[src/inc/opm_defines.vh]
`ifndef OPM_DEFINES_VH
`define OPM_DEFINES_VH

// register word indices, byte address is four times the index
`define OPM_IDX_BITBANG 14'h2022
`define OPM_IDX_RSEL_FIRST 14'h2009
`define OPM_IDX_RSEL_LAST 14'h200e
`define OPM_IDX_MAP_FIRST 14'h2405
`define OPM_IDX_MAP_LAST 14'h240b
`define OPM_IDX_PB_RSEL 14'h2450
`define OPM_IDX_TX_CTRL 14'h2456
`define OPM_IDX_RX_CTRL 14'h2457
`define OPM_IDX_EXT_GPIO 14'h2458
`define OPM_IDX_PORT_EN 14'h270c
`define OPM_IDX_PORT_MASK 14'h3fcf
`define OPM_IDX_PORT_MATCH 14'h0080

// field positions
`define OPM_BIT_BITBANG 0
`define OPM_BIT_TX_INV 0
`define OPM_BIT_TX_MOD 1
`define OPM_FLD_TX_SRC 3:2
`define OPM_BIT_RX_INV 1
`define OPM_BIT_RX_DIS 2
`define OPM_FLD_DUTY 5:4
`define OPM_BIT_PORT_EN 5
`define OPM_BIT_MAP_51 0
`define OPM_BIT_MAP_55 4
`define OPM_BIT_D51 0
`define OPM_BIT_D55 1
`define OPM_BIT_DIR51 4
`define OPM_BIT_DIR55 5

// write masks for implemented bits
`define OPM_MASK_BITBANG 8'h01
`define OPM_MASK_RSEL 8'h77
`define OPM_MASK_PB_RSEL 8'h07
`define OPM_MASK_TX_CTRL 8'h0f
`define OPM_MASK_RX_CTRL 8'h36
`define OPM_MASK_EXT_GPIO 8'h33
`define OPM_MASK_PORT_EN 8'h20

// reset values
`define OPM_RST_TX_CTRL 8'h08
`define OPM_RST_ZERO 8'h00
`define OPM_RST_PORT 8'hf0

// tx source codes
`define OPM_SRC_VAR 2'h0
`define OPM_SRC_WATT 2'h1
`define OPM_SRC_GPIO 2'h2
`define OPM_SRC_MOD 2'h3

// resource codes
`define OPM_RES_T0 3'h2
`define OPM_RES_T1 3'h3
`define OPM_RES_IRQ_HI 3'h4
`define OPM_RES_IRQ_LO 3'h5

// timing
`define OPM_CLK_HZ 100000000
`define OPM_CARRIER_HZ 38000

`endif

[src/hw/opm_pin_mux.v]
`timescale 1ns/10ps
`include "opm_defines.vh"

module opm_pin_mux #(
	parameter CLK_HZ = `OPM_CLK_HZ
) (
	// clock and reset
	input wire clock,
	input wire rst_n,
	// avalon-mm slave
	input wire [15:0] avs_address,
	input wire avs_read,
	input wire avs_write,
	input wire [31:0] avs_writedata,
	input wire [3:0] avs_byteenable,
	output reg [31:0] avs_readdata,
	output wire avs_waitrequest,
	// internal sources, same clock
	input wire second_serial_tx,
	input wire var_pulse,
	input wire watt_pulse,
	input wire normal_powered_mode,
	input wire brownout_mode,
	input wire [15:0] lcd_seg_level,
	input wire lcd_level_51,
	input wire lcd_level_55,
	input wire ce_pulse_irq,
	// internal sinks
	output reg second_serial_rx,
	output reg timer0_count_clock,
	output reg timer1_count_clock,
	output reg high_priority_ext_irq,
	output reg low_priority_ext_irq,
	output reg pulse_irq,
	output reg pushbutton_level,
	// optical tx pin, also gp pin 51
	input wire optical_tx_pin_in,
	output reg optical_tx_pin_out,
	output reg optical_tx_pin_oe,
	// optical rx pin, also gp pin 55
	input wire optical_rx_pin_in,
	output reg optical_rx_pin_out,
	output reg optical_rx_pin_oe,
	// segment io pins 0 to 15
	input wire [15:0] seg_io_in,
	output reg [15:0] seg_io_out,
	output reg [15:0] seg_io_oe,
	// pushbutton
	input wire pushbutton_input
);

	// registers
	reg bitbang_q;
	reg [7:0] rsel_q [0:5];
	reg [7:0] map_q [0:6];
	reg [7:0] pb_rsel_q;
	reg [7:0] tx_ctrl_q;
	reg [7:0] rx_ctrl_q;
	reg [7:0] ext_gpio_q;
	reg [7:0] port_en_q;
	reg [7:0] port_q [0:3];
	reg ack_q;

	// synchronisers
	reg [15:0] seg_s1_q;
	reg [15:0] seg_s2_q;
	reg [2:0] pin_s1_q;
	reg [2:0] pin_s2_q;
	wire tx_pin_sync = pin_s2_q[0];
	wire rx_pin_sync = pin_s2_q[1];
	wire pb_sync = pin_s2_q[2];

	always @(posedge clock)
	begin
		if (!rst_n)
		begin
			seg_s1_q <= 16'h0000;
			seg_s2_q <= 16'h0000;
			pin_s1_q <= 3'h0;
			pin_s2_q <= 3'h0;
		end
		else
		begin
			seg_s1_q <= seg_io_in;
			seg_s2_q <= seg_s1_q;
			pin_s1_q <= {pushbutton_input, optical_rx_pin_in, optical_tx_pin_in};
			pin_s2_q <= pin_s1_q;
		end
	end

	// bus decode
	wire [13:0] idx = avs_address[15:2];
	wire [13:0] rsel_off = idx - `OPM_IDX_RSEL_FIRST;
	wire [13:0] map_off = idx - `OPM_IDX_MAP_FIRST;
	wire [1:0] port_sel = idx[5:4];
	wire hit_rsel = (idx >= `OPM_IDX_RSEL_FIRST) && (idx <= `OPM_IDX_RSEL_LAST);
	wire hit_map = (idx >= `OPM_IDX_MAP_FIRST) && (idx <= `OPM_IDX_MAP_LAST);
	wire hit_port = (idx & `OPM_IDX_PORT_MASK) == `OPM_IDX_PORT_MATCH;
	wire req = avs_read | avs_write;
	wire wr_go = avs_write & ack_q & avs_byteenable[0];
	wire [7:0] wd = avs_writedata[7:0];

	// one wait state: every access completes on the second edge
	assign avs_waitrequest = req & ~ack_q;

	// decoded control fields
	wire tx_inv = tx_ctrl_q[`OPM_BIT_TX_INV];
	wire mod_en = tx_ctrl_q[`OPM_BIT_TX_MOD];
	wire [1:0] tx_src = tx_ctrl_q[`OPM_FLD_TX_SRC];
	wire rx_inv = rx_ctrl_q[`OPM_BIT_RX_INV];
	wire rx_dis = rx_ctrl_q[`OPM_BIT_RX_DIS];
	wire [1:0] duty = rx_ctrl_q[`OPM_FLD_DUTY];
	wire port_en = port_en_q[`OPM_BIT_PORT_EN];
	wire [15:0] seg_map = {map_q[5], map_q[6]};
	wire map51 = map_q[0][`OPM_BIT_MAP_51];
	wire map55 = map_q[0][`OPM_BIT_MAP_55];

	// per-pin data, direction and readback of the four port registers
	wire [15:0] seg_dat;
	wire [15:0] seg_dir;
	wire [15:0] seg_rd;
	wire [15:0] hit_t0;
	wire [15:0] hit_t1;
	wire [15:0] hit_hi;
	wire [15:0] hit_lo;
	genvar g;
	generate
		for (g = 0; g < 16; g = g + 1)
		begin : g_pin
			wire [2:0] rsel;
			wire [7:0] pq = port_q[g / 4];
			assign seg_dat[g] = pq[g % 4];
			assign seg_dir[g] = pq[4 + g % 4];
			assign seg_rd[g] = seg_dir[g] ? seg_dat[g] : seg_s2_q[g];
			if (g >= 2 && g <= 11)
			begin : g_res
				wire [7:0] rq = rsel_q[g / 2];
				assign rsel = rq[(g % 2) * 4 +: 3];
			end
			else
			begin : g_nores
				assign rsel = 3'h0;
			end
			// pin level, not the latch, so output pins still feed the resource
			assign hit_t0[g] = ~seg_map[g] & (rsel == `OPM_RES_T0) & seg_s2_q[g];
			assign hit_t1[g] = ~seg_map[g] & (rsel == `OPM_RES_T1) & seg_s2_q[g];
			assign hit_hi[g] = ~seg_map[g] & (rsel == `OPM_RES_IRQ_HI) & seg_s2_q[g];
			assign hit_lo[g] = ~seg_map[g] & (rsel == `OPM_RES_IRQ_LO) & seg_s2_q[g];
		end
	endgenerate

	wire [2:0] pb_rsel = pb_rsel_q[2:0];

	// register writes
	integer i;
	always @(posedge clock)
	begin
		if (!rst_n)
		begin
			ack_q <= 1'b0;
			bitbang_q <= 1'b0;
			pb_rsel_q <= `OPM_RST_ZERO;
			tx_ctrl_q <= `OPM_RST_TX_CTRL;
			rx_ctrl_q <= `OPM_RST_ZERO;
			ext_gpio_q <= `OPM_RST_ZERO;
			port_en_q <= `OPM_RST_ZERO;
			for (i = 0; i < 6; i = i + 1)
				rsel_q[i] <= `OPM_RST_ZERO;
			for (i = 0; i < 7; i = i + 1)
				map_q[i] <= `OPM_RST_ZERO;
			for (i = 0; i < 4; i = i + 1)
				port_q[i] <= `OPM_RST_PORT;
		end
		else
		begin
			ack_q <= req & ~ack_q;
			if (wr_go)
			begin
				if (idx == `OPM_IDX_BITBANG)
					bitbang_q <= wd[`OPM_BIT_BITBANG];
				if (idx == `OPM_IDX_PB_RSEL)
					pb_rsel_q <= wd & `OPM_MASK_PB_RSEL;
				if (idx == `OPM_IDX_TX_CTRL)
					tx_ctrl_q <= wd & `OPM_MASK_TX_CTRL;
				if (idx == `OPM_IDX_RX_CTRL)
					rx_ctrl_q <= wd & `OPM_MASK_RX_CTRL;
				if (idx == `OPM_IDX_EXT_GPIO)
					ext_gpio_q <= wd & `OPM_MASK_EXT_GPIO;
				if (idx == `OPM_IDX_PORT_EN)
					port_en_q <= wd & `OPM_MASK_PORT_EN;
				if (hit_rsel)
					rsel_q[rsel_off[2:0]] <= wd & `OPM_MASK_RSEL;
				if (hit_map)
					map_q[map_off[2:0]] <= wd;
				if (hit_port)
					port_q[port_sel] <= wd;
			end
		end
	end

	// read mux, unmapped words read zero
	reg [7:0] rd;
	always @*
	begin
		rd = 8'h00;
		if (idx == `OPM_IDX_BITBANG)
			rd = {7'h00, bitbang_q};
		else if (idx == `OPM_IDX_PB_RSEL)
			rd = pb_rsel_q;
		else if (idx == `OPM_IDX_TX_CTRL)
			rd = tx_ctrl_q;
		else if (idx == `OPM_IDX_RX_CTRL)
			rd = rx_ctrl_q;
		else if (idx == `OPM_IDX_EXT_GPIO)
			rd = {2'h0, ext_gpio_q[5:4], 2'h0,
				ext_gpio_q[`OPM_BIT_DIR55] ? ext_gpio_q[`OPM_BIT_D55] : rx_pin_sync,
				ext_gpio_q[`OPM_BIT_DIR51] ? ext_gpio_q[`OPM_BIT_D51] : tx_pin_sync};
		else if (idx == `OPM_IDX_PORT_EN)
			rd = port_en_q;
		else if (hit_rsel)
			rd = rsel_q[rsel_off[2:0]];
		else if (hit_map)
			rd = map_q[map_off[2:0]];
		else if (hit_port)
		begin
			case (port_sel)
				2'h0: rd = {port_q[0][7:4], seg_rd[3:0]};
				2'h1: rd = {port_q[1][7:4], seg_rd[7:4]};
				2'h2: rd = {port_q[2][7:4], seg_rd[11:8]};
				2'h3: rd = {port_q[3][7:4], seg_rd[15:12]};
				default: rd = 8'h00;
			endcase
		end
	end

	always @(posedge clock)
	begin
		if (!rst_n)
			avs_readdata <= 32'h00000000;
		else if (avs_read & ~ack_q)
			avs_readdata <= {24'h000000, rd};
	end

	// 38 kHz carrier, free running
	localparam integer CAR_CYC = CLK_HZ / `OPM_CARRIER_HZ;
	wire [31:0] car_cyc_w = CAR_CYC;
	wire [11:0] car_period = car_cyc_w[11:0];
	reg [11:0] car_cnt_q;
	reg [11:0] low_len;

	always @*
	begin
		case (duty)
			2'h0: low_len = {1'b0, car_period[11:1]};
			2'h1: low_len = {2'h0, car_period[11:2]};
			2'h2: low_len = {3'h0, car_period[11:3]};
			2'h3: low_len = {4'h0, car_period[11:4]};
			default: low_len = {1'b0, car_period[11:1]};
		endcase
	end

	always @(posedge clock)
	begin
		if (!rst_n)
			car_cnt_q <= 12'h000;
		else if (car_cnt_q >= car_period - 12'h001)
			car_cnt_q <= 12'h000;
		else
			car_cnt_q <= car_cnt_q + 12'h001;
	end

	wire car_low = car_cnt_q < low_len;
	// gp line five is pin 5 data latch, which stays in port 1 bit 1
	wire gp_line_five = seg_dat[5];
	wire mod_base = bitbang_q ? gp_line_five : second_serial_tx;
	// modulation outside normal and brownout falls back to the plain level
	wire mod_ok = mod_en & (normal_powered_mode | brownout_mode);
	wire mod_out = mod_ok ? (mod_base | ~car_low) : mod_base;

	// optical tx pin
	reg tx_out_d;
	reg tx_oe_d;
	always @*
	begin
		tx_out_d = 1'b0;
		tx_oe_d = 1'b1;
		case (tx_src)
			`OPM_SRC_VAR: tx_out_d = var_pulse;
			`OPM_SRC_WATT: tx_out_d = watt_pulse;
			`OPM_SRC_GPIO:
			begin
				if (map51)
					tx_out_d = lcd_level_51;
				else
				begin
					tx_out_d = ext_gpio_q[`OPM_BIT_D51];
					tx_oe_d = ext_gpio_q[`OPM_BIT_DIR51];
				end
			end
			`OPM_SRC_MOD: tx_out_d = mod_out;
			default: tx_out_d = 1'b0;
		endcase
		if (tx_src != `OPM_SRC_GPIO)
			tx_out_d = tx_out_d ^ tx_inv;
	end

	// optical rx pin
	reg rx_out_d;
	reg rx_oe_d;
	always @*
	begin
		rx_out_d = 1'b0;
		rx_oe_d = 1'b0;
		if (rx_dis)
		begin
			if (map55)
			begin
				rx_out_d = lcd_level_55;
				rx_oe_d = 1'b1;
			end
			else
			begin
				rx_out_d = ext_gpio_q[`OPM_BIT_D55];
				rx_oe_d = ext_gpio_q[`OPM_BIT_DIR55];
			end
		end
	end

	// segment pins
	reg [15:0] seg_out_d;
	reg [15:0] seg_oe_d;
	integer k;
	always @*
	begin
		for (k = 0; k < 16; k = k + 1)
		begin
			if (seg_map[k])
			begin
				seg_out_d[k] = lcd_seg_level[k];
				seg_oe_d[k] = 1'b1;
			end
			else
			begin
				seg_out_d[k] = seg_dat[k];
				seg_oe_d[k] = seg_dir[k] & port_en;
			end
		end
		if (bitbang_q)
		begin
			seg_out_d[5] = second_serial_tx;
			seg_oe_d[5] = 1'b1;
		end
	end

	// registered pin drive and internal routing
	always @(posedge clock)
	begin
		if (!rst_n)
		begin
			optical_tx_pin_out <= 1'b0;
			optical_tx_pin_oe <= 1'b0;
			optical_rx_pin_out <= 1'b0;
			optical_rx_pin_oe <= 1'b0;
			seg_io_out <= 16'h0000;
			seg_io_oe <= 16'h0000;
			second_serial_rx <= 1'b1;
			timer0_count_clock <= 1'b0;
			timer1_count_clock <= 1'b0;
			high_priority_ext_irq <= 1'b0;
			low_priority_ext_irq <= 1'b0;
			pulse_irq <= 1'b0;
			pushbutton_level <= 1'b0;
		end
		else
		begin
			optical_tx_pin_out <= tx_out_d;
			optical_tx_pin_oe <= tx_oe_d;
			optical_rx_pin_out <= rx_out_d;
			optical_rx_pin_oe <= rx_oe_d;
			seg_io_out <= seg_out_d;
			seg_io_oe <= seg_oe_d;
			// a disabled receiver idles high
			second_serial_rx <= rx_dis | (rx_pin_sync ^ rx_inv);
			timer0_count_clock <= (|hit_t0) | ((pb_rsel == `OPM_RES_T0) & pb_sync);
			timer1_count_clock <= (|hit_t1) | ((pb_rsel == `OPM_RES_T1) & pb_sync);
			high_priority_ext_irq <= (|hit_hi) | ((pb_rsel == `OPM_RES_IRQ_HI) & pb_sync);
			low_priority_ext_irq <= (|hit_lo) | ((pb_rsel == `OPM_RES_IRQ_LO) & pb_sync);
			pulse_irq <= ce_pulse_irq;
			pushbutton_level <= pb_sync;
		end
	end

endmodule // opm_pin_mux

[config.mk]
export PLATFORM = sky130hd
export DESIGN_NAME = opm_pin_mux
export DESIGN_NICKNAME = d
export VERILOG_FILES = /design/src/hw/opm_pin_mux.v
export VERILOG_INCLUDE_DIRS = /design/src /design/src/inc
export SDC_FILE = /design/constraint.sdc
export NUM_CORES = 1
export LEC_CHECK = 0
export BUFFER_PORTS_ARGS = -buffer_cell sky130_fd_sc_hd__buf_2
export CAP_MARGIN = 20
export CELL_PAD_IN_SITES_DETAIL_PLACEMENT = 1
export CELL_PAD_IN_SITES_GLOBAL_PLACEMENT = 2
export CORE_MARGIN = 5
export CORE_UTILIZATION = 38
export DETAILED_ROUTE_END_ITERATION = 8
export GPL_TIMING_DRIVEN = 0
export HOLD_SLACK_MARGIN = 0.15
export PLACE_DENSITY = 0.88
export SYNTH_ARGS = -nofsm -noshare
export SYNTH_HDL_FRONTEND = slang
export SYNTH_SLANG_ARGS = --single-unit
[constraint.sdc]
create_clock -name clock -period 5.05 [get_ports clock]
set_input_delay 0.505 -clock clock [delete_from_list [all_inputs] [get_ports clock]]
set_output_delay 0.505 -clock clock [all_outputs]
set_load 0.05 [all_outputs]
==> impl_metrics.sql, run 1 <==
INSERT INTO impl_metrics (metric_group, metric, value, unit) VALUES
('outcome', 'run_status', 'finished clean', ''),
('route', 'route.detailed.drc', '0', ''),
('floorplan', 'floorplan.die_area', '35500', 'um^2'),
('worst_setup_path', 'timing.critical_path.mode_cell', 'sky130_fd_sc_hd__clkbuf_1', ''),
('global_routing', 'grt_pass1_vias', '9572', ''),
('final_layout', 'layout-drive-gt1-share', '0.199', ''),
('yosys', 'syn_area', '12100', 'um^2'),
('floorplan', 'dieHeight', '188', 'um'),
('hold_path', 'hold_path_depth', '2', ''),
('sta', 'max_freq', '230', 'MHz'),
('sta', 'drv_slew', '0', ''),
('worst_setup_path', 'cp_cell_sequence', 'buf_2, inv_1, ha_1, clkbuf_1, clkbuf_1, clkbuf_1, nand2_1, nor2_1, clkbuf_1, nand2_1, nand2_1', ''),
('clock_tree', 'worst_skew_pair.late_latency', '0.55', 'ns'),
('floorplan', 'num_io_pins', '175', ''),
('worst_setup_path', 'path_max_fanout', '12', ''),
('clock_tree', 'clkSinkCount', '263', ''),
('worst_setup_path', 'critical_path_cell_count', '11', ''),
('yosys', 'yosys_warnings', '0', ''),
('global_routing', 'grt_first_pass_wirelength', '60800', 'um'),
('yosys', 'synth_edf_count', '136', ''),
('clock_tree', 'number_of_clock_buffers_inserted_by_tritoncts', '29', ''),
('worst_setup_path', 'worstSetupPathType', 'in2reg', ''),
('final_layout', 'total_inserted_antenna_cells', '0', ''),
('yosys', 'synth.yosys.seq_area_share', '0.548', ''),
('final_layout', 'flow.area_growth_from_synthesis', '18.3', '%'),
('sta', 'hold-worst-slack', '0.168', 'ns'),
('worst_setup_path', 'cp.required', '5.25', 'ns'),
('yosys', 'yosys_register_bits', '263', ''),
('yosys', 'postSynthCellCount', '1086', ''),
('sta', 'tightestPinTransition', '1.06', 'ns'),
('route', 'dr.first_iter.drc_count', '855', ''),
('yosys', 'synth.avg_cell_area', '11.1', 'um^2'),
('power_and_ir_drop', 'power.ir.vdd_worst', '0.242', 'mV'),
('place', 'count_of_buffers_inserted_at_the_top_level_ports', '120', ''),
('clock_tree', 'clk_pin_slew_worst_paths', '0.06', 'ns'),
('worst_setup_path', 'crit_buf_inv', '6', ''),
('final_layout', 'nets', '1388', ''),
('global_routing', 'grt_start_max_net_pins', '14', ''),
('yosys', 'yosys.cell_types.count', '72', ''),
('global_routing', 'grt_antenna_before_repair', '1', ''),
('global_routing', 'globalRoute.totalOverflow', '0', ''),
('floorplan', 'rows', '65', ''),
('place', 'hpwlAfterDp', '31300', 'um'),
('place', 'routabilityCongestion', '0.950', ''),
('worst_setup_path', 'startpoint_type', 'input port', ''),
('global_routing', 'groute.usage.overall', '0.226', ''),
('clock_tree', 'clock_tree_from_tritoncts', 'yes', ''),
('floorplan', 'chipWidth', '188', 'um'),
('route', 'detail-route-antenna-nets', '0', ''),
('sta', 'grt_setup_unrepaired', 'false', ''),
('yosys', 'dominantRegCellSynth', 'sky130_fd_sc_hd__edfxtp_1', ''),
('worst_setup_path', 'critical_path.max_stage_delay', '0.76', 'ns'),
('route', 'detail_route.wirelength', '41300', 'um'),
('worst_setup_path', 'slowest_stage', 'sky130_fd_sc_hd__clkbuf_1', ''),
('sta', 'setup_violating_endpoint_count_in_the_final_report', '0', ''),
('sta', 'timing.clock.skew', '0.0145', 'ns'),
('route', 'vias', '9311', ''),
('floorplan', 'placeableCoreArea', '31500', 'um^2'),
('worst_setup_path', 'cp.arrival', '4.55', 'ns'),
('flow_run', 'cap_violations', '0', ''),
('route', 'detail_route.first_pass.iterations', '7', ''),
('route', 'avgRoutedWirePerCell', '24.4', 'um'),
('clock_tree', 'ctsLongestPathBuffers', '3', ''),
('power_and_ir_drop', 'total_leakage_power', '5.73', 'nW'),
('sta', 'post-route-period-util', '0.861', ''),
('worst_setup_path', 'critical_path.top_delay_family', 'buffers and inverters', ''),
('worst_setup_path', 'r2r_cells', '4', ''),
('floorplan', 'initial_core_util', '0.384', ''),
('sta', 'timing.max_slew.rel_slack', '0.285', ''),
('worst_setup_path', 'setup.worst_path.end_class', 'register', ''),
('power_and_ir_drop', 'power_density', '343', 'nW/um^2'),
('clock_tree', 'clock-root-buffer', 'sky130_fd_sc_hd__clkbuf_16', ''),
('route', 'viasPerCell', '5.51', ''),
('clock_tree', 'cts_setup_buffers', '0', ''),
('final_layout', 'final_core_util', '0.455', ''),
('sta', 'hold_viol', '0', ''),
('yosys', 'postSynth.asyncResetShare', '0', ''),
('clock_tree', 'cts.htree.levels', '1', ''),
('hold_path', 'min-delay-path-class', 'in2reg', ''),
('sta', 'period_minus_slack', '4.35', 'ns');
routing by layer:
layer / vias up / global-route usage / routed length [um]
li1: 4203 / - / -
met1: 4620 / 0.294 / 16700
met2: 413 / 0.385 / 19900
met3: 75 / 0.0380 / 3310
met4: 0 / 0.0709 / 1330
met5: - / 0 / 0
through the flow:
step           cell area, um^2  instances  total power, W  setup WS (ns)  TNS, ns
2_1_floorplan            12200       1109         0.00263           1.36        0
3_3_place_gp             13300       1631         0.00278         -0.272    -5.88
3_5_place_dp             13300       1635         0.00279         -0.441   -12.47
4_1_cts                  14300       1690         0.00494         0.0920        0
5_1_grt                  14300       1691         0.00506          0.488        0
6_report                 14300       1691         0.00491          0.702        0
cell families after synthesis:
family | Yosys count | share of synthesized area
and+or+nand+nor | 444 | 0.190
xor gates and xnor gates | 14 | 0.0101
muxes | 85 | 0.106
DFF | 263 | 0.548
buffers and inverters | 122 | 0.0481
adders and majority gates | 22 | 0.0228
other | 1 | 0.000310
AOI/OAI and AO/OA | 135 | 0.0750
power breakdown:
group / leakage, nW / internal (W) / switching, W
clock network: 0.471 / 0.00128 / 0.000869
logic: 2.84 / 0.000132 / 0.000292
registers: 2.42 / 0.00229 / 0.0000357
layout make-up:
| class | instances | area [um^2] |
|---|---|---|
| multi-input cells | 724 | 4970 |
| plain buffers | 78 | 417 |
| well taps | 402 | 503 |
| flip-flops and latches | 263 | 6630 |
| repair buffers | 128 | 661 |
| clock inverters | 12 | 144 |
| fillers | 3506 | 17200 |
| clock buffers | 41 | 822 |
| inverters | 43 | 161 |
Yosys cell counts (4+ instances only):
| master | n | area share |
|---|---|---|
| sky130_fd_sc_hd__nor2_1 | 145 | 0.045 |
| sky130_fd_sc_hd__edfxtp_1 | 136 | 0.34 |
| sky130_fd_sc_hd__dfxtp_1 | 127 | 0.21 |
| sky130_fd_sc_hd__nand2_1 | 89 | 0.028 |
| sky130_fd_sc_hd__and2_1 | 62 | 0.032 |
| sky130_fd_sc_hd__mux2i_1 | 46 | 0.038 |
| sky130_fd_sc_hd__clkbuf_1 | 45 | 0.014 |
| sky130_fd_sc_hd__inv_1 | 43 | 0.013 |
| sky130_fd_sc_hd__a21oi_1 | 37 | 0.015 |
| sky130_fd_sc_hd__mux4_2 | 34 | 0.063 |
| sky130_fd_sc_hd__buf_4 | 24 | 0.015 |
| sky130_fd_sc_hd__ha_1 | 22 | 0.023 |
| sky130_fd_sc_hd__and3_1 | 19 | 0.0098 |
| sky130_fd_sc_hd__o21ai_0 | 18 | 0.0074 |
| sky130_fd_sc_hd__o22ai_1 | 18 | 0.0093 |
| sky130_fd_sc_hd__or3_1 | 18 | 0.0093 |
| sky130_fd_sc_hd__nand2b_1 | 16 | 0.0083 |
| sky130_fd_sc_hd__nor3_1 | 16 | 0.0066 |
| sky130_fd_sc_hd__nand3_1 | 15 | 0.0062 |
| sky130_fd_sc_hd__or4bb_1 | 12 | 0.011 |
| sky130_fd_sc_hd__nor2b_1 | 11 | 0.0057 |
| sky130_fd_sc_hd__nand3b_1 | 9 | 0.0056 |
| sky130_fd_sc_hd__xor2_1 | 9 | 0.0065 |
| sky130_fd_sc_hd__a21oi_2 | 8 | 0.0058 |
| sky130_fd_sc_hd__nand4_1 | 7 | 0.0036 |
| sky130_fd_sc_hd__buf_1 | 5 | 0.0016 |
| sky130_fd_sc_hd__mux2_2 | 5 | 0.0047 |
| sky130_fd_sc_hd__o21a_1 | 5 | 0.0031 |
| sky130_fd_sc_hd__o31ai_1 | 5 | 0.0031 |
| sky130_fd_sc_hd__xnor2_1 | 5 | 0.0036 |
| sky130_fd_sc_hd__a2111oi_0 | 4 | 0.0029 |
| sky130_fd_sc_hd__a211oi_1 | 4 | 0.0025 |
| sky130_fd_sc_hd__a32o_1 | 4 | 0.0033 |
| sky130_fd_sc_hd__nor4_1 | 4 | 0.0021 |
| sky130_fd_sc_hd__o211ai_1 | 4 | 0.0025 |
what timing repair did:
action                     CTS  global route
gates resized for setup      0             0
setup endpoints to repair    0             8
hold buffers                 2             0
hold endpoints to repair     2             0
worst paths after layout:
check | startpoint | end | slack (ns)
setup / recovery | avs_address[2] | map_q[0][0] | 0.70
hold / removal | seg_io_in[9] | seg_s1_q[9] | 0.17
setup reg to reg | ack_q | rsel_q[2][2] | 2.13
hold reg to reg | seg_s1_q[13] | seg_s2_q[13] | 0.43
sequential cells by signal, indices dropped and copies added, names as in the netlist, 3 cells and up:
| name | count |
|---|---|
| seg_s2_q | 16 |
| seg_s1_q | 16 |
| ext_gpio_q | 4 |
| pin_s1_q | 3 |
| rx_ctrl_q | 4 |
| port_q | 32 |
| seg_io_oe | 16 |
| pin_s2_q | 3 |
| pb_rsel_q | 3 |
| tx_ctrl_q | 4 |
| rsel_q | 48 |
| map_q | 64 |
| seg_io_out | 16 |
| avs_readdata | 8 |
| car_cnt_q | 12 |
layout by cell type, fill, tap and decap left out, drive strengths merged, types with 9 or more instances in the layout:
cell type,instances
a21oi,45
nand2,89
nand3b,9
buf,160
mux4,34
nand2b,16
ha,22
o22ai,18
conb,24
mux2i,46
nor2b,11
and2,62
nor2,145
clkbuf,85
edfxtp,136
nor3,17
dfxtp,127
xor2,9
or3,18
or4bb,12
and3,19
o21ai,18
inv,43
nand3,15
Note: power is estimated with default switching activity, not from simulation.
==> run 2, diff against run 1 <==
--- a/config.mk
+++ b/config.mk
@@ -15,7 +15,7 @@
 export DETAILED_ROUTE_END_ITERATION = 8
 export GPL_TIMING_DRIVEN = 0
 export HOLD_SLACK_MARGIN = 0.15
-export PLACE_DENSITY = 0.88
+export PLACE_DENSITY = 0.87
 export SYNTH_ARGS = -nofsm -noshare
 export SYNTH_HDL_FRONTEND = slang
 export SYNTH_SLANG_ARGS = --single-unit
==> run 2 against run 1 <==
Compared with the run above: core utilization barely moved; wire length fell by 3.3%; global-route usage fell by 0.73 points; design area barely moved; sequential power barely moved; largest cell class unchanged; highest routed layer unchanged.
==> impl_metrics.sql, run 2 (synthesized netlist as in run 1, its figures left out) <==
INSERT INTO impl_metrics (metric_group, metric, value, unit) VALUES
('worst_setup_path', 'startpoint_type', 'input port', ''),
('place', 'placed_standard_cell_area', '13300', 'um^2'),
('global_routing', 'globalRoute.totalOverflow', '0', ''),
('worst_setup_path', 'r2r_cells', '4', ''),
('hold_path', 'min-delay-path-class', 'in2reg', ''),
('power_and_ir_drop', 'power_frac_seq', '0.477', ''),
('floorplan', 'rows', '65', ''),
('route', 'detail_route.wirelength', '39900', 'um'),
('sta', 'setup_violating_endpoint_count_in_the_final_report', '0', ''),
('sta', 'tightestPinTransition', '1.17', 'ns'),
('sta', 'post-route-period-util', '0.920', ''),
('floorplan', 'dieHeight', '188', 'um'),
('worst_setup_path', 'slowest_stage', 'sky130_fd_sc_hd__clkbuf_1', ''),
('global_routing', 'groute.usage.overall', '0.218', ''),
('sta', 'drv_slew', '0', ''),
('worst_setup_path', 'path_max_fanout', '10', ''),
('floorplan', 'num_io_pins', '175', ''),
('power_and_ir_drop', 'total_leakage_power', '5.73', 'nW'),
('global_routing', 'grt_antenna_before_repair', '1', ''),
('final_layout', 'final_cells', '1693', ''),
('final_layout', 'total_inserted_antenna_cells', '0', ''),
('sta', 'max_freq', '215', 'MHz'),
('worst_setup_path', 'setup.worst_path.end_class', 'register', ''),
('flow_run', 'cap_violations', '0', ''),
('clock_tree', 'cts_resized', '0', ''),
('final_layout', 'layout_commonest_cell', 'sky130_fd_sc_hd__nor2_1', ''),
('power_and_ir_drop', 'power_density', '342', 'nW/um^2'),
('sta', 'hold_viol', '0', ''),
('route', 'vias', '9357', ''),
('worst_setup_path', 'cp.required', '5.25', 'ns'),
('worst_setup_path', 'crit_path_start', 'avs_address[2]', ''),
('final_layout', 'largestRegisters', 'map_q x64, rsel_q x48, port_q x32', ''),
('place', 'dpl.cell_count', '1637', ''),
('place', 'count_of_buffers_inserted_at_the_top_level_ports', '120', ''),
('clock_tree', 'clock_tree_from_tritoncts', 'yes', ''),
('power_and_ir_drop', 'comb_power_share', '0.086', ''),
('route', 'route.detailed.drc', '0', ''),
('power_and_ir_drop', 'total_switching_power', '0.00118', 'W'),
('clock_tree', 'cts_setup_buffers', '0', ''),
('floorplan', 'placeableCoreArea', '31500', 'um^2'),
('final_layout', 'nets', '1390', ''),
('clock_tree', 'cts_hold_buffers', '3', ''),
('worst_setup_path', 'r2r-start', 'ack_q', ''),
('global_routing', 'grt_pass1_vias', '9737', ''),
('global_routing', 'grt_first_pass_wirelength', '59600', 'um'),
('outcome', 'run_status', 'finished clean', ''),
('clock_tree', 'clkSinkCount', '263', ''),
('place', 'routabilityCongestion', '0.944', ''),
('route', 'detail_route.first_pass.iterations', '5', ''),
('clock_tree', 'clk_pin_slew_worst_paths', '0.06', 'ns'),
('power_and_ir_drop', 'power.switching_fraction', '0.242', ''),
('final_layout', 'layout.cell_area.non_filler', '14300', 'um^2'),
('place', 'hpwlAfterDp', '30700', 'um'),
('clock_tree', 'ctsLongestPathBuffers', '3', ''),
('worst_setup_path', 'worstSetupPathType', 'in2reg', ''),
('final_layout', 'largest_register_ff_count', '64', ''),
('global_routing', 'grt_start_max_net_pins', '14', ''),
('power_and_ir_drop', 'clockPowerShare', '0.438', ''),
('worst_setup_path', 'cp_cell_sequence', 'buf_2, clkbuf_1, inv_1, ha_1, clkbuf_1, clkbuf_1, clkbuf_1, nand2_1, nor2_1, clkbuf_1, nand2_1, nand2_1', ''),
('worst_setup_path', 'critical_path.max_stage_delay', '0.70', 'ns'),
('route', 'dr.first_iter.drc_count', '731', ''),
('route', 'viasPerCell', '5.53', ''),
('sta', 'grt_setup_unrepaired', 'false', ''),
('sta', 'timing.max_slew.rel_slack', '0.200', ''),
('power_and_ir_drop', 'p_int', '0.00371', 'W'),
('worst_setup_path', 'cp.arrival', '4.85', 'ns'),
('route', 'detail-route-antenna-nets', '0', ''),
('final_layout', 'regMostFlops', 'map_q', ''),
('clock_tree', 'cts.htree.levels', '1', ''),
('floorplan', 'chipWidth', '188', 'um'),
('floorplan', 'floorplan.die_area', '35500', 'um^2'),
('power_and_ir_drop', 'power.ir.vdd_worst', '0.228', 'mV'),
('final_layout', 'layout.cells.most_common_list', 'sky130_fd_sc_hd__nor2_1, sky130_fd_sc_hd__edfxtp_1, sky130_fd_sc_hd__dfxtp_1', ''),
('final_layout', 'flow.area_growth_from_synthesis', '18.3', '%'),
('floorplan', 'initial_core_util', '0.384', ''),
('final_layout', 'layout-drive-gt1-share', '0.198', ''),
('worst_setup_path', 'timing.critical_path.to', 'map_q[0][1]', ''),
('hold_path', 'origin_of_the_worst_min_delay_path', 'ce_pulse_irq', ''),
('sta', 'period_minus_slack', '4.65', 'ns'),
('clock_tree', 'clock-root-buffer', 'sky130_fd_sc_hd__clkbuf_16', ''),
('worst_setup_path', 'critical_r2r_capture', 'rsel_q[2][2]', ''),
('clock_tree', 'worst_skew_pair.late_latency', '0.55', 'ns'),
('route', 'avgRoutedWirePerCell', '23.6', 'um'),
('sta', 'timing.clock.skew', '0.0129', 'ns'),
('worst_setup_path', 'worst-r2r-setup-slack', '2.00', 'ns'),
('clock_tree', 'number_of_clock_buffers_inserted_by_tritoncts', '29', ''),
('worst_setup_path', 'timing.critical_path.mode_cell', 'sky130_fd_sc_hd__clkbuf_1', '');
[run 2: cell types whose count changed in the layout (fill, tap and decap cells not counted)]
cell and change:
sky130_fd_sc_hd__buf_2 +2, sky130_fd_sc_hd__buf_4 -2, sky130_fd_sc_hd__clkbuf_16 -1, sky130_fd_sc_hd__clkbuf_8 +2, sky130_fd_sc_hd__clkinv_1 +2, sky130_fd_sc_hd__clkinv_2 -3, sky130_fd_sc_hd__dlygate4sd3_1 +1, sky130_fd_sc_hd__inv_4 +1
[run 2: area by class of cell]
class / count / area [um^2]
plain buffers: 79 / 420
clock buffers: 41 / 821
clock inverters: 12 / 143
fillers: 3470 / 17200
inverters: 43 / 161
multi-input cells: 724 / 4970
flip-flops and latches: 263 / 6630
well taps: 402 / 503
repair buffers: 129 / 666
[run 2: metrics by stage]
| stage | setup TNS (ns) | hold slack, ns | util | worst slack, ns | power, W |
|---|---|---|---|---|---|
| final | 0 | 0.166 | 0.455 | 0.402 | 0.00489 |
| after global routing | 0 | 0.159 | 0.455 | 0.112 | 0.00505 |
| after CTS | 0 | 0.153 | 0.455 | 0.346 | 0.00492 |
| after detailed placement | -2.64 | 0.425 | 0.423 | -0.191 | 0.00279 |
| after global placement | -5.24 | 0.417 | 0.422 | -0.258 | 0.00278 |
| after floorplan | 0 | 0.412 | - | 1.36 | 0.00263 |
[run 2: critical path: cells and delay by family]
| kind | cells | cell delay (ns) |
|---|---|---|
| adder cells (fa/ha/maj) | 1 | 0.35 |
| AND/OR/NAND/NOR | 4 | 0.86 |
| buffers and inverters | 7 | 3.11 |
[run 2: per-layer routing]
metal	vias to the layer above	GRT usage	wire, um
li1	4224	-	-
met1	4687	0.286	16500
met2	368	0.370	19200
met3	78	0.0332	2750
met4	0	0.0782	1510
met5	-	0	0
[run 2: worst min-delay path by stage]
stage	cells after the start	slack, ns	endpoint
5_1_grt	2	0.16	seg_s1_q[0]
6_report	2	0.17	pulse_irq
3_5_place_dp	1	0.42	seg_s2_q[10]
2_1_floorplan	1	0.41	pin_s2_q[0]
4_1_cts	2	0.15	seg_s1_q[6]
3_3_place_gp	1	0.42	pin_s2_q[2]
[run 2: power by group through the flow]
| stage | registers (W) | clock network [W] | logic, W |
|---|---|---|---|
| global placement | 0.00237 | 0 | 0.000406 |
| floorplan | 0.00239 | 0 | 0.000233 |
| CTS | 0.00233 | 0.00217 | 0.000418 |
| finish | 0.00233 | 0.00214 | 0.000419 |
| detailed placement | 0.00237 | 0 | 0.000413 |
| global route | 0.00233 | 0.00227 | 0.000443 |
